## config.mk

```make
export PLATFORM = sky130hd
export DESIGN_NAME = adc_status_flag_logic
export DESIGN_NICKNAME = d
export VERILOG_FILES = /design/src/adc_flag_pkg.sv /design/src/flag_evt_if.sv /design/src/adc_status_flags.sv /design/src/adc_conv_seq.sv /design/src/adc_status_flag_logic.sv
export SDC_FILE = /design/constraint.sdc
export NUM_CORES = 1
export LEC_CHECK = 0
export BUFFER_PORTS_ARGS = -buffer_cell sky130_fd_sc_hd__buf_2
export CELL_PAD_IN_SITES_DETAIL_PLACEMENT = 1
export CELL_PAD_IN_SITES_GLOBAL_PLACEMENT = 1
export CORE_MARGIN = 5
export CORE_UTILIZATION = 40
export CTS_BUF_LIST = sky130_fd_sc_hd__clkbuf_4
export CTS_CLUSTER_SIZE = 10
export DETAILED_ROUTE_END_ITERATION = 6
export PLACE_DENSITY_LB_ADDON = 0.1
export REMOVE_ABC_BUFFERS = 1
export SLEW_MARGIN = 0
export SYNTH_ARGS = -nofsm -noshare
export SYNTH_HDL_FRONTEND = slang
export SYNTH_SLANG_ARGS = --single-unit
```

## constraint.sdc

```tcl
create_clock -name core_clk -period 3.95 [get_ports core_clk]
set_input_delay 0.79 -clock core_clk [delete_from_list [all_inputs] [get_ports core_clk]]
set_output_delay 0.79 -clock core_clk [all_outputs]
set_load 0.01 [all_outputs]
```

## src/adc_flag_pkg.sv

```systemverilog
package adc_flag_pkg;
  // ----------------------------------------------------------------
  // register offsets (byte addresses)
  // ----------------------------------------------------------------
  localparam logic [7:0] CTRL_OFS = 8'h00;
  localparam logic [7:0] MODE_OFS = 8'h04;
  localparam logic [7:0] STATUS_OFS = 8'h1C;
  localparam logic [7:0] IRQ_MASK_OFS = 8'h2C;
  localparam logic [7:0] LAST_DATA_OFS = 8'h20;
  localparam logic [7:0] CHAN_DATA_OFS = 8'h30;
  // ----------------------------------------------------------------
  // field positions
  // ----------------------------------------------------------------
  localparam int START_BIT = 1;
  localparam int SLEEP_BIT = 5;
  localparam int EOC_POS = 0;
  localparam int OVR_POS = 8;
  localparam int DATA_READY_POS = 16;
  localparam int GOVR_POS = 17;
  localparam int SLEEPING_POS = 18;
  localparam int BUSY_POS = 19;
  // ----------------------------------------------------------------
  // reset values, timing and sizes
  // ----------------------------------------------------------------
  localparam logic [31:0] MODE_RESET = 32'h0000_0000;
  localparam logic [31:0] MASK_RESET = 32'h0000_0000;
  localparam int CONV_CYCLES = 10;
  localparam int NUM_CHANNELS = 8;
  localparam int DATA_WIDTH = 10;
endpackage

```

## src/flag_evt_if.sv

```systemverilog
`timescale 1ns/100ps
interface flag_evt_if #(parameter int N = 8);
  logic status_rd;
  logic last_rd;
  logic [N-1:0] chan_rd;
  logic eoc;
  logic [N-1:0] eoc_chan;
  logic [N-1:0] eoc_flags;
  logic [N-1:0] ovr_flags;
  logic dready;
  logic govr;
  modport ctrl (output status_rd, last_rd, chan_rd, eoc, eoc_chan,
    input eoc_flags, ovr_flags, dready, govr);
  modport flags (input status_rd, last_rd, chan_rd, eoc, eoc_chan,
    output eoc_flags, ovr_flags, dready, govr);
endinterface

```

## src/adc_status_flags.sv

```systemverilog
`timescale 1ns/100ps
module adc_status_flags #(parameter int N = 8) (
  input wire logic core_clk,
  input wire logic rst,
  flag_evt_if.flags f
);
  logic data_ready_flag;
  logic general_overrun_flag;
  logic [N-1:0] eoc_st;
  logic [N-1:0] channel_overrun_flag;
  logic [N-1:0] last_oh;
  logic coincide;
  assign coincide = f.status_rd & f.eoc;
  assign f.dready = data_ready_flag;
  // channel whose result sits in the last data register
  always_ff @(posedge core_clk) begin
    if (rst) begin
      last_oh <= '0;
    end else if (f.eoc) begin
      last_oh <= f.eoc_chan;
    end
  end
  assign f.govr = general_overrun_flag;
  assign f.eoc_flags = eoc_st;
  assign f.ovr_flags = channel_overrun_flag;
  // ----------------------------------------------------------------
  // data ready
  // ----------------------------------------------------------------
  always_ff @(posedge core_clk) begin
    if (rst) begin
      data_ready_flag <= 1'b0;
    end else if (f.eoc) begin
      data_ready_flag <= 1'b1;
    end else if (f.last_rd || (|f.chan_rd)) begin
      data_ready_flag <= 1'b0;
    end
  end
  // ----------------------------------------------------------------
  // general overrun
  // ----------------------------------------------------------------
  always_ff @(posedge core_clk) begin
    if (rst) begin
      general_overrun_flag <= 1'b0;
    end else if (coincide) begin
      general_overrun_flag <= general_overrun_flag;
    end else if (f.eoc && data_ready_flag) begin
      general_overrun_flag <= 1'b1;
    end else if (f.status_rd) begin
      general_overrun_flag <= 1'b0;
    end
  end
  // ----------------------------------------------------------------
  // per-channel flags
  // ----------------------------------------------------------------
  genvar i;
  generate
    for (i = 0; i < N; i++) begin : g_ch
      always_ff @(posedge core_clk) begin
        if (rst) begin
          eoc_st[i] <= 1'b0;
        end else if (f.eoc_chan[i]) begin
          eoc_st[i] <= 1'b1;
        end else if (f.chan_rd[i] || (f.last_rd && last_oh[i])) begin
          eoc_st[i] <= 1'b0;
        end
      end
      always_ff @(posedge core_clk) begin
        if (rst) begin
          channel_overrun_flag[i] <= 1'b0;
        end else if (f.eoc_chan[i] && eoc_st[i]) begin
          channel_overrun_flag[i] <= 1'b1;
        end else if (f.status_rd && f.eoc_chan[i] && !eoc_st[i]) begin
          channel_overrun_flag[i] <= channel_overrun_flag[i];
        end else if (f.status_rd) begin
          channel_overrun_flag[i] <= 1'b0;
        end
      end
    end
  endgenerate
endmodule

```

## src/adc_conv_seq.sv

```systemverilog
`timescale 1ns/100ps
module adc_conv_seq #(parameter int N = 8) (
  input wire logic core_clk,
  input wire logic rst,
  input wire logic start,
  input wire logic [N-1:0] chan_en,
  input wire logic conv_done,
  input wire logic sleep_sel,
  output logic busy,
  output logic sleeping,
  output logic conv_req,
  output logic [$clog2(N)-1:0] conv_chan,
  flag_evt_if.ctrl f
);
  typedef enum logic [1:0] {
    IDLE = 2'b00,
    CONV = 2'b01,
    SLEEP = 2'b10
  } seq_state_t;
  seq_state_t state;
  logic [N-1:0] pending;
  logic [$clog2(N)-1:0] next_chan;
  function automatic logic [$clog2(N)-1:0] first_set(input logic [N-1:0] v);
    first_set = '0;
    for (int k = N - 1; k >= 0; k--) begin
      if (v[k]) begin
        first_set = k[$clog2(N)-1:0];
      end
    end
  endfunction
  assign next_chan = first_set(pending);
  assign busy = (state == CONV);
  assign sleeping = (state == SLEEP);
  assign f.eoc = (state == CONV) && conv_done;
  always_comb begin
    f.eoc_chan = '0;
    if ((state == CONV) && conv_done) begin
      f.eoc_chan[conv_chan] = 1'b1;
    end
  end
  // ----------------------------------------------------------------
  // sequencer: sleep only after a conversion has completed
  // ----------------------------------------------------------------
  always_ff @(posedge core_clk) begin
    if (rst) begin
      state <= IDLE;
      pending <= '0;
      conv_chan <= '0;
      conv_req <= 1'b0;
    end else begin
      conv_req <= 1'b0;
      unique case (state)
        IDLE, SLEEP: begin
          if (start && (|chan_en)) begin
            state <= CONV;
            pending <= chan_en & ~(N'(1) << first_set(chan_en));
            conv_chan <= first_set(chan_en);
            conv_req <= 1'b1;
          end else if (!sleep_sel) begin
            state <= IDLE;
          end
        end
        CONV: begin
          if (conv_done) begin
            if (|pending) begin
              conv_chan <= next_chan;
              pending <= pending & ~(N'(1) << next_chan);
              conv_req <= 1'b1;
            end else if (sleep_sel) begin
              state <= SLEEP;
            end else begin
              state <= IDLE;
            end
          end
        end
      endcase
    end
  end
endmodule

```

## src/adc_status_flag_logic.sv

```systemverilog
`timescale 1ns/100ps
module adc_status_flag_logic #(
  parameter int N = adc_flag_pkg::NUM_CHANNELS,
  parameter int W = adc_flag_pkg::DATA_WIDTH
) (
  input wire logic core_clk,
  input wire logic rst,
  input wire logic psel,
  input wire logic penable,
  input wire logic pwrite,
  input wire logic [7:0] paddr,
  input wire logic [31:0] pwdata,
  output logic [31:0] prdata,
  output logic pready,
  output logic pslverr,
  input wire logic conv_done,
  input wire logic [W-1:0] conv_data,
  output logic conv_start,
  output logic [$clog2(N)-1:0] conv_channel,
  output logic adc_sleep,
  output logic irq
);
  flag_evt_if #(.N(N)) ev ();
  logic [31:0] mode_reg;
  logic [31:0] irq_mask;
  logic [N-1:0] chan_en;
  logic start_pulse;
  logic busy;
  logic sleeping;
  logic conv_req;
  logic [$clog2(N)-1:0] conv_chan;
  logic [W-1:0] chan_data [N];
  logic [W-1:0] last_data;
  logic [31:0] status_word;
  logic setup;
  logic rd_access;
  logic wr_access;
  logic [31:0] rd_value;
  logic rd_hit;
  // ----------------------------------------------------------------
  // apb decode: zero wait states, reads take effect in setup cycle
  // ----------------------------------------------------------------
  assign setup = psel && !penable;
  assign rd_access = setup && !pwrite;
  assign wr_access = psel && penable && pwrite;
  function automatic logic is_chan(input logic [7:0] a);
    is_chan = (a >= adc_flag_pkg::CHAN_DATA_OFS) &&
      (a < adc_flag_pkg::CHAN_DATA_OFS + 8'(4 * N)) && (a[1:0] == 2'b00);
  endfunction
  function automatic logic [$clog2(N)-1:0] chan_idx(input logic [7:0] a);
    logic [7:0] d;
    d = a - adc_flag_pkg::CHAN_DATA_OFS;
    chan_idx = d[$clog2(N)+1:2];
  endfunction
  assign ev.status_rd = rd_access && (paddr == adc_flag_pkg::STATUS_OFS);
  assign ev.last_rd = rd_access && (paddr == adc_flag_pkg::LAST_DATA_OFS);
  always_comb begin
    ev.chan_rd = '0;
    if (rd_access && is_chan(paddr)) begin
      ev.chan_rd[chan_idx(paddr)] = 1'b1;
    end
  end
  // ----------------------------------------------------------------
  // submodules
  // ----------------------------------------------------------------
  adc_status_flags #(.N(N)) u_flags (
    .core_clk(core_clk),
    .rst(rst),
    .f(ev)
  );
  adc_conv_seq #(.N(N)) u_seq (
    .core_clk(core_clk),
    .rst(rst),
    .start(start_pulse),
    .chan_en(chan_en),
    .conv_done(conv_done),
    .sleep_sel(mode_reg[adc_flag_pkg::SLEEP_BIT]),
    .busy(busy),
    .sleeping(sleeping),
    .conv_req(conv_req),
    .conv_chan(conv_chan),
    .f(ev)
  );
  // ----------------------------------------------------------------
  // control registers
  // ----------------------------------------------------------------
  always_ff @(posedge core_clk) begin
    if (rst) begin
      mode_reg <= adc_flag_pkg::MODE_RESET;
      irq_mask <= adc_flag_pkg::MASK_RESET;
    end else if (wr_access) begin
      if (paddr == adc_flag_pkg::MODE_OFS) begin
        mode_reg <= pwdata;
      end
      if (paddr == adc_flag_pkg::IRQ_MASK_OFS) begin
        irq_mask <= pwdata;
      end
    end
  end
  assign chan_en = mode_reg[31:32-N];
  always_ff @(posedge core_clk) begin
    if (rst) begin
      start_pulse <= 1'b0;
    end else begin
      start_pulse <= wr_access && (paddr == adc_flag_pkg::CTRL_OFS) &&
        pwdata[adc_flag_pkg::START_BIT];
    end
  end
  // ----------------------------------------------------------------
  // result capture
  // ----------------------------------------------------------------
  always_ff @(posedge core_clk) begin
    if (rst) begin
      last_data <= '0;
      for (int k = 0; k < N; k++) begin
        chan_data[k] <= '0;
      end
    end else if (ev.eoc) begin
      last_data <= conv_data;
      chan_data[conv_chan] <= conv_data;
    end
  end
  // ----------------------------------------------------------------
  // status word and read mux
  // ----------------------------------------------------------------
  always_comb begin
    status_word = '0;
    status_word[adc_flag_pkg::EOC_POS +: N] = ev.eoc_flags;
    status_word[adc_flag_pkg::OVR_POS +: N] = ev.ovr_flags;
    status_word[adc_flag_pkg::DATA_READY_POS] = ev.dready;
    status_word[adc_flag_pkg::GOVR_POS] = ev.govr;
    status_word[adc_flag_pkg::SLEEPING_POS] = sleeping;
    status_word[adc_flag_pkg::BUSY_POS] = busy;
  end
  always_comb begin
    rd_value = '0;
    rd_hit = 1'b1;
    if (paddr == adc_flag_pkg::STATUS_OFS) begin
      rd_value = status_word;
    end else if (paddr == adc_flag_pkg::MODE_OFS) begin
      rd_value = mode_reg;
    end else if (paddr == adc_flag_pkg::IRQ_MASK_OFS) begin
      rd_value = irq_mask;
    end else if (paddr == adc_flag_pkg::LAST_DATA_OFS) begin
      rd_value = 32'(last_data);
    end else if (is_chan(paddr)) begin
      rd_value = 32'(chan_data[chan_idx(paddr)]);
    end else if (paddr == adc_flag_pkg::CTRL_OFS) begin
      rd_value = '0;
    end else begin
      rd_hit = 1'b0;
    end
  end
  // ----------------------------------------------------------------
  // apb response: registered, ready in access phase
  // ----------------------------------------------------------------
  always_ff @(posedge core_clk) begin
    if (rst) begin
      prdata <= '0;
      pready <= 1'b0;
      pslverr <= 1'b0;
    end else begin
      pready <= setup;
      pslverr <= setup && !rd_hit;
      if (rd_access) begin
        prdata <= rd_value;
      end
    end
  end
  // ----------------------------------------------------------------
  // outputs and interrupt
  // ----------------------------------------------------------------
  always_ff @(posedge core_clk) begin
    if (rst) begin
      conv_start <= 1'b0;
      conv_channel <= '0;
      adc_sleep <= 1'b0;
      irq <= 1'b0;
    end else begin
      conv_start <= conv_req;
      conv_channel <= conv_chan;
      adc_sleep <= sleeping;
      irq <= |(status_word & irq_mask);
    end
  end
endmodule

```

==> qor.csv, run 1 <==
stage,metric,value,unit
global_route,overall track demand over capacity in global routing,0.225,
global_route,maximum number of pins on one net before global-route repair,48,
synthesis,most used flip-flop cell after synthesis,dfxtp_1,
global_route,Global Route met1 Usage,0.309,
die,floorplan core area,25300,µm²
die,IO Pins,96,
place,placer congestion estimate,0.814,
drt,iteration-0 DRC count of the detailed router,580,
cts,Resize count post-CTS,0,
global_route,via count of the first global-routing pass,8947,
critical_path,type of element launching the critical path,flip-flop,
synthesis,number of distinct library cell variants in the gate-level netlist after synthesis,62,
global_route,met3 usage,0.0400,
layout,layout cells sized above 1,0.203,
cts,clock transition at the registers of the reported paths,0.06,ns
critical_path,CP arrival,3.30,ns
critical_path,largest incremental delay on the critical path,0.70,ns
layout,fillers,2964,
timing,Fin Clk Skew,0.0404,ns
drt,DRC Markers,0,
synthesis,dominant combinational cell family by area after synthesis,simple AND/OR/NAND/NOR gates,
timing,number of hold-slack violations in the final timing report,0,
synthesis,Synth Register Bits,235,
layout,area overhead of the layout relative to synthesis,15.3,%
timing,Max Clock Freq,358,MHz
synthesis,number of enable-type register cells in the synthesized netlist,80,
global_route,global routing's busiest layer,met2,
critical_path,highest fanout seen on the critical path,16,
cts,maximum level of the CTS H-tree,3,
drt,detail-routed net length per standard cell,20.8,µm
outcome,run status,finished clean,
synthesis,Synth Area in Adders,0,
die,height of the chip,170,µm
critical_path,cell at the slowest stage of the critical path,nor2_1,
cts,Longest Clk Path Bufs,3,
drt,detailed-route wire length,32600,µm
timing,RSZ-0062 raised after global routing,false,
timing,Slew HR,0.244,
layout,register with the most flip-flops,chan_data,
drt,number of detailed-route iterations in the first pass,5,
cts,CTS Root Buffer Type,clkbuf_4,
synthesis,Yosys top cell by area,dfxtp_1,
critical_path,Buf/Inv on CP,0,
cts,TritonCTS Sinks,235,
critical_path,Crit Path Category,flip-flop to flip-flop,
global_route,GRT Residual Overflow,0,
synthesis,Synth Area per Inst,9.47,µm²
die,DIE WIDTH,170,µm
synthesis,proportion of synthesized flip-flops having asynchronous set or reset,0,
timing,period utilization,0.707,
synthesis,"Seq/Total Area, Yosys",0.535,
min_path,worst hold-check path type,input pin to flip-flop,
pwr,standby leakage power,4.66,nW
timing,worst hold slack,0.385,ns
cts,CTS tree,done,
cts,total CTS buffers,67,
die,standard-cell rows,58,
die,area enclosed by the die boundary,29000,µm²
drt,routed vias,8756,
timing,final critical-path required period,2.79,ns
cts,hold buffers post-CTS,0,
layout,post-route core utilization,0.470,
cts,clk_lat worst skew,0.66,ns
place,# port buffers,95,
critical_path,kind of end point of the critical path,flip-flop,
synthesis,cell area after technology mapping,10300,µm²
critical_path,Worst path top cell family by delay,simple AND/OR/NAND/NOR gates,
layout,Total Nets Final,1254,
layout,"commonest non-fill, non-tap cells in the layout","198 x nand2_1, 155 x dfxtp_1, 131 x a21oi_1",
timing,count of endpoints failing setup in the final report,0,
place,dpl hpwl,22400,µm
pwr,P per Cell Area,415,nW/µm²
die,Initial Util,0.407,
synthesis,multiplexer share of the synthesized area,0.0405,
synthesis,parity-gate share of the synthesized area counting xor and xnor cells,0,
place,area after detailed placement,11100,µm²
timing,total negative setup slack,0,ns
synthesis,Simple-Gate Fraction of Synth Area,0.199,
synthesis,area fraction of the dominant cell type after synthesis,0.302,
synthesis,compound-gate portion of the synthesized area,0.188,
run,max-capacitance violation count,0,
global_route,met2 demand-to-capacity share in global routing,0.366,
pwr,IR Drop Worst-Case VDD,0.191,mV
layout,number of flip-flops in the largest register,80,
layout,post-route cell area,11900,µm²
cts,post-CTS setup-driven buffer insertion count,0,
critical_path,Crit path required time,4.46,ns
global_route,initial antenna violation count,1,
drt,antenna-violating nets left,0,
timing,Slew @ Worst Pin,1.13,ns
synthesis,cells taking the most area after synthesis,"dfxtp_1 30%, edfxtp_1 23%, nand2_1 7.2%, a21oi_1 6.4%, and2_1 5.0%",
pwr,overall power,0.00492,W
drt,average vias per placed instance,5.58,
critical_path,critical path cell sequence,and2b_1 -> nand2_2 -> or3_4 -> nor2_1 -> and2_1,
timing,max-slew violation count,0,
layout,most frequent standard cell in the layout excluding fill and tap cells,nand2_1,
global_route,wire length of the first global-routing pass,50900,µm
synthesis,number of standard cells after synthesis,1086,
synthesis,total number of yosys warnings,0,
## routing by layer
| metal | vias up | routed length [µm] |
|---|---|---|
| met5 | - | 0 |
| met4 | 0 | 580 |
| met3 | 47 | 1540 |
| met2 | 226 | 15500 |
| met1 | 4324 | 15000 |
| li1 | 4159 | - |
## cell families (layout without fill, tap and decap cells)
| kind of cell | Yosys count | in the layout |
|---|---|---|
| mux | 39 | 39 |
| flops | 235 | 235 |
| simple gates | 419 | 419 |
| compound gates | 303 | 303 |
| buf+inv | 90 | 241 |
| other cells | 0 | 1 |
## final cells by class
cell class,instances,area (µm²),share of cell area
Clock buffer,98,736,0.0620
Sequential cell,235,5510,0.464
Inverter,5,18.8,0.00158
Multi-Input combinational cell,761,4420,0.373
Antenna cell,1,2.50,0.000211
Clock inverter,10,40.0,0.00338
Tap cell,330,413,0.0348
Timing Repair Buffer,128,726,0.0612
## through the flow
| step | std cells | setup WS (ns) |
|---|---|---|
| 2_1_floorplan | 1001 | -1.68 |
| 3_3_place_gp | 1459 | 0.767 |
| 3_5_place_dp | 1459 | 0.684 |
| 4_1_cts | 1567 | 1.13 |
| 5_1_grt | 1568 | 0.985 |
| 6_report | 1568 | 1.16 |
## power by group
group          total, W  internal, W  switching, W  leakage [nW]
combinational  0.000246    0.0000783      0.000167          2.11
clock           0.00214      0.00112       0.00101         0.477
sequential      0.00254      0.00253     0.0000107          2.08
total           0.00492      0.00373       0.00119          4.66
## worst paths after layout
check / depth (start not counted) / from / to / slack (ns)
hold / removal: 3 / pwdata[4] / irq_mask[4] / 0.38
setup / recovery: 5 / u_seq.state[0] / chan_data[3][5] / 1.16
hold reg to reg: 1 / u_seq.conv_req / conv_start / 0.45
setup reg to reg: 5 / u_seq.state[0] / chan_data[3][5] / 1.16
## Yosys cell counts (12+ instances only)
master	instances
nand2_1	198
dfxtp_1	155
a21oi_1	131
and2_1	83
edfxtp_1	80
clkbuf_1	62
o21ai_0	58
mux2i_1	36
nor2_1	33
nand3_1	28
a22oi_1	18
buf_2	18
a41o_1	17
and3_1	17
nor2b_1	12
## worst min-delay path: stages
cell     delay [ns]
buf_2          0.11
nand2_1        0.05
a21oi_1        0.05
Note: power is estimated with default switching activity, not from simulation.
==> inputs of run 2 (changes only) <==
clock period = 2.4 ns   (was 3.95 ns; I/O delays follow)
==> run 2 against run 1 <==
Flip-flop and latch count unchanged. Via count up 1.9%. Core utilization up 2.0 points. First-iteration DRC count down 9.1%. Clock power up 72%. Global-route usage up 0.45 points. Hold slack worse by 0.31 ns. Combinational power up 78%. Non-clock buffer count up 44. Sequential share of layout area down 1.9 points. Critical path type unchanged. Highest routed layer unchanged.
==> qor.csv, run 2 (synthesized netlist as in run 1, its figures left out) <==
stage,metric,value,unit,change
outcome,run status,finished clean,,
cts,maximum level of the CTS H-tree,3,,unchanged
global_route,GRT Residual Overflow,0,,unchanged
layout,layout cells sized above 1,0.230,,+0.0276
place,placer congestion estimate,0.844,,+3.7%
drt,average vias per placed instance,5.53,,-1.0%
layout,most frequent standard cell in the layout excluding fill and tap cells,nand2_1,,
run,max-capacitance violation count,0,,unchanged
min_path,Hold Path Cell Cnt,3,,unchanged
layout,final non-filler cell total,1614,,+2.9%
timing,Slew HR,0.383,,+0.139
layout,post-route cell area,12400,µm²,+4.2%
cts,Longest Clk Path Bufs,3,,unchanged
pwr,combinational power share,0.053,,+0.003
pwr,clock network fraction of total power,0.444,,+0.010
drt,iteration-0 DRC count of the detailed router,527,,-9.1%
drt,number of detailed-route iterations in the first pass,5,,unchanged
timing,max-slew violation count,0,,unchanged
pwr,sequential group share of total power,0.503,,-0.013
timing,number of hold-slack violations in the final timing report,0,,unchanged
global_route,overall track demand over capacity in global routing,0.229,,+0.00454
min_path,worst hold-check path type,input pin to flip-flop,,
drt,detailed-route wire length,33300,µm,+2.1%
drt,detail-routed net length per standard cell,20.6,µm,-0.78%
die,standard-cell rows,58,,unchanged
die,area enclosed by the die boundary,29000,µm²,unchanged
place,dpl hpwl,23800,µm,+6.2%
timing,RSZ-0062 raised after global routing,false,,
layout,register with the most flip-flops,chan_data,,
drt,routed vias,8921,,+1.9%
layout,fillers,2965,,+0.034%
cts,CTS tree,done,,
pwr,IR Drop Worst-Case VDD,0.335,mV,+75%
place,# port buffers,95,,unchanged
pwr,net switching power,0.00195,W,+63%
cts,TritonCTS Sinks,235,,unchanged
cts,hold buffers post-CTS,0,,unchanged
critical_path,crit path from,mode_reg[24],,
critical_path,depth of the worst register-to-register path,5,,unchanged
global_route,initial antenna violation count,2,,+1
layout,number of flip-flops in the largest register,80,,unchanged
pwr,internal power contribution,0.00636,W,+70%
cts,CTS Root Buffer Type,clkbuf_4,,
layout,"commonest non-fill, non-tap cells in the layout","198 x nand2_1, 155 x dfxtp_1, 131 x a21oi_1",,
place,count of placed standard cells including taps,1503,,+3.0%
cts,clk_lat worst skew,0.67,ns,about the same
layout,area overhead of the layout relative to synthesis,20.1,%,
cts,total CTS buffers,67,,unchanged
global_route,maximum number of pins on one net before global-route repair,53,,+10%
drt,DRC Markers,0,,unchanged
cts,clock transition at the registers of the reported paths,0.07,ns,about the same
cts,post-CTS setup-driven buffer insertion count,0,,unchanged
drt,antenna-violating nets left,0,,unchanged
timing,period utilization,0.858,,+0.151
die,height of the chip,170,µm,unchanged
timing,count of endpoints failing setup in the final report,0,,unchanged
timing,final critical-path required period,2.06,ns,-0.732 ns
critical_path,Crit path required time,2.94,ns,-1.52 ns
die,floorplan core area,25300,µm²,unchanged
critical_path,highest fanout seen on the critical path,9,,-7
min_path,Hold Crit Start,pwdata[28],,
critical_path,type of element launching the critical path,flip-flop,,
timing,worst hold slack,0.0707,ns,-0.314 ns
critical_path,kind of end point of the critical path,flip-flop,,
global_route,via count of the first global-routing pass,9374,,+4.8%
die,IO Pins,96,,unchanged
place,area after detailed placement,11500,µm²,+4.0%
pwr,overall power,0.00830,W,+69%
timing,Max Clock Freq,486,MHz,+36%
die,Initial Util,0.407,,unchanged
timing,Slew @ Worst Pin,0.923,ns,-0.207 ns
timing,Fin Clk Skew,0.0281,ns,-0.0123 ns
pwr,standby leakage power,4.94,nW,+6.0%
critical_path,Crit Reg-Reg Startpoint,mode_reg[24],,
critical_path,Crit Path Category,flip-flop to flip-flop,,
pwr,Sw Share,0.235,,-0.00761
cts,Resize count post-CTS,0,,unchanged
critical_path,CP arrival,2.59,ns,-0.71 ns
die,DIE WIDTH,170,µm,unchanged
timing,total negative setup slack,0,ns,unchanged
pwr,P per Cell Area,672,nW/µm²,+62%
global_route,wire length of the first global-routing pass,52100,µm,+2.4%
layout,Total Nets Final,1298,,+3.5%
-- run 2: power groups by stage --
stage,clock network (W),logic (W),registers (W)
global placement,0,0.000435,0.00427
global route,0.00402,0.000470,0.00418
finish,0.00369,0.000438,0.00418
floorplan,0,0.000147,0.00427
CTS,0.00380,0.000442,0.00418
detailed placement,0,0.000441,0.00427
-- run 2: layout make-up --
type,instances,area [µm²],area share
antenna,4,10.0,0.000810
clock buffer,97,728,0.0590
timing repair buffer,172,1170,0.0946
tap,330,413,0.0334
clock inverter,10,90.1,0.00729
inverter,5,18.8,0.00152
multi-input combinational,761,4420,0.358
sequential,235,5510,0.446
-- run 2: worst paths after layout --
check                                         to  slack, ns
worst min-delay path                mode_reg[28]       0.07
worst max register to register  u_seq.pending[2]       0.34
worst min register to register        conv_start       0.44
worst max-delay path            u_seq.pending[2]       0.34
-- run 2: metrics by stage --
step	worst slack, ns	util
finish	0.341	0.489
global route	0.240	0.489
CTS	0.315	0.489
detailed placement	0.137	0.456
global placement	0.139	0.456
floorplan	-2.92	-
-- run 2: metal layers --
| layer | vias to the layer above | wire length (µm) | global-route usage |
|---|---|---|---|
| li1 | 4245 | - | - |
| met1 | 4415 | 15100 | 0.307 |
| met2 | 207 | 16100 | 0.380 |
| met3 | 54 | 1470 | 0.0418 |
| met4 | 0 | 674 | 0.0691 |
| met5 | - | 0 | 0 |
-- run 2: worst max-delay path, cell delays in order, from the launching register on --
cell and delay [ns]:
dfxtp_1 0.39, or4_4 0.61, o21a_4 0.27, o21bai_1 0.30
nor2_1 0.08, o32ai_1 0.28
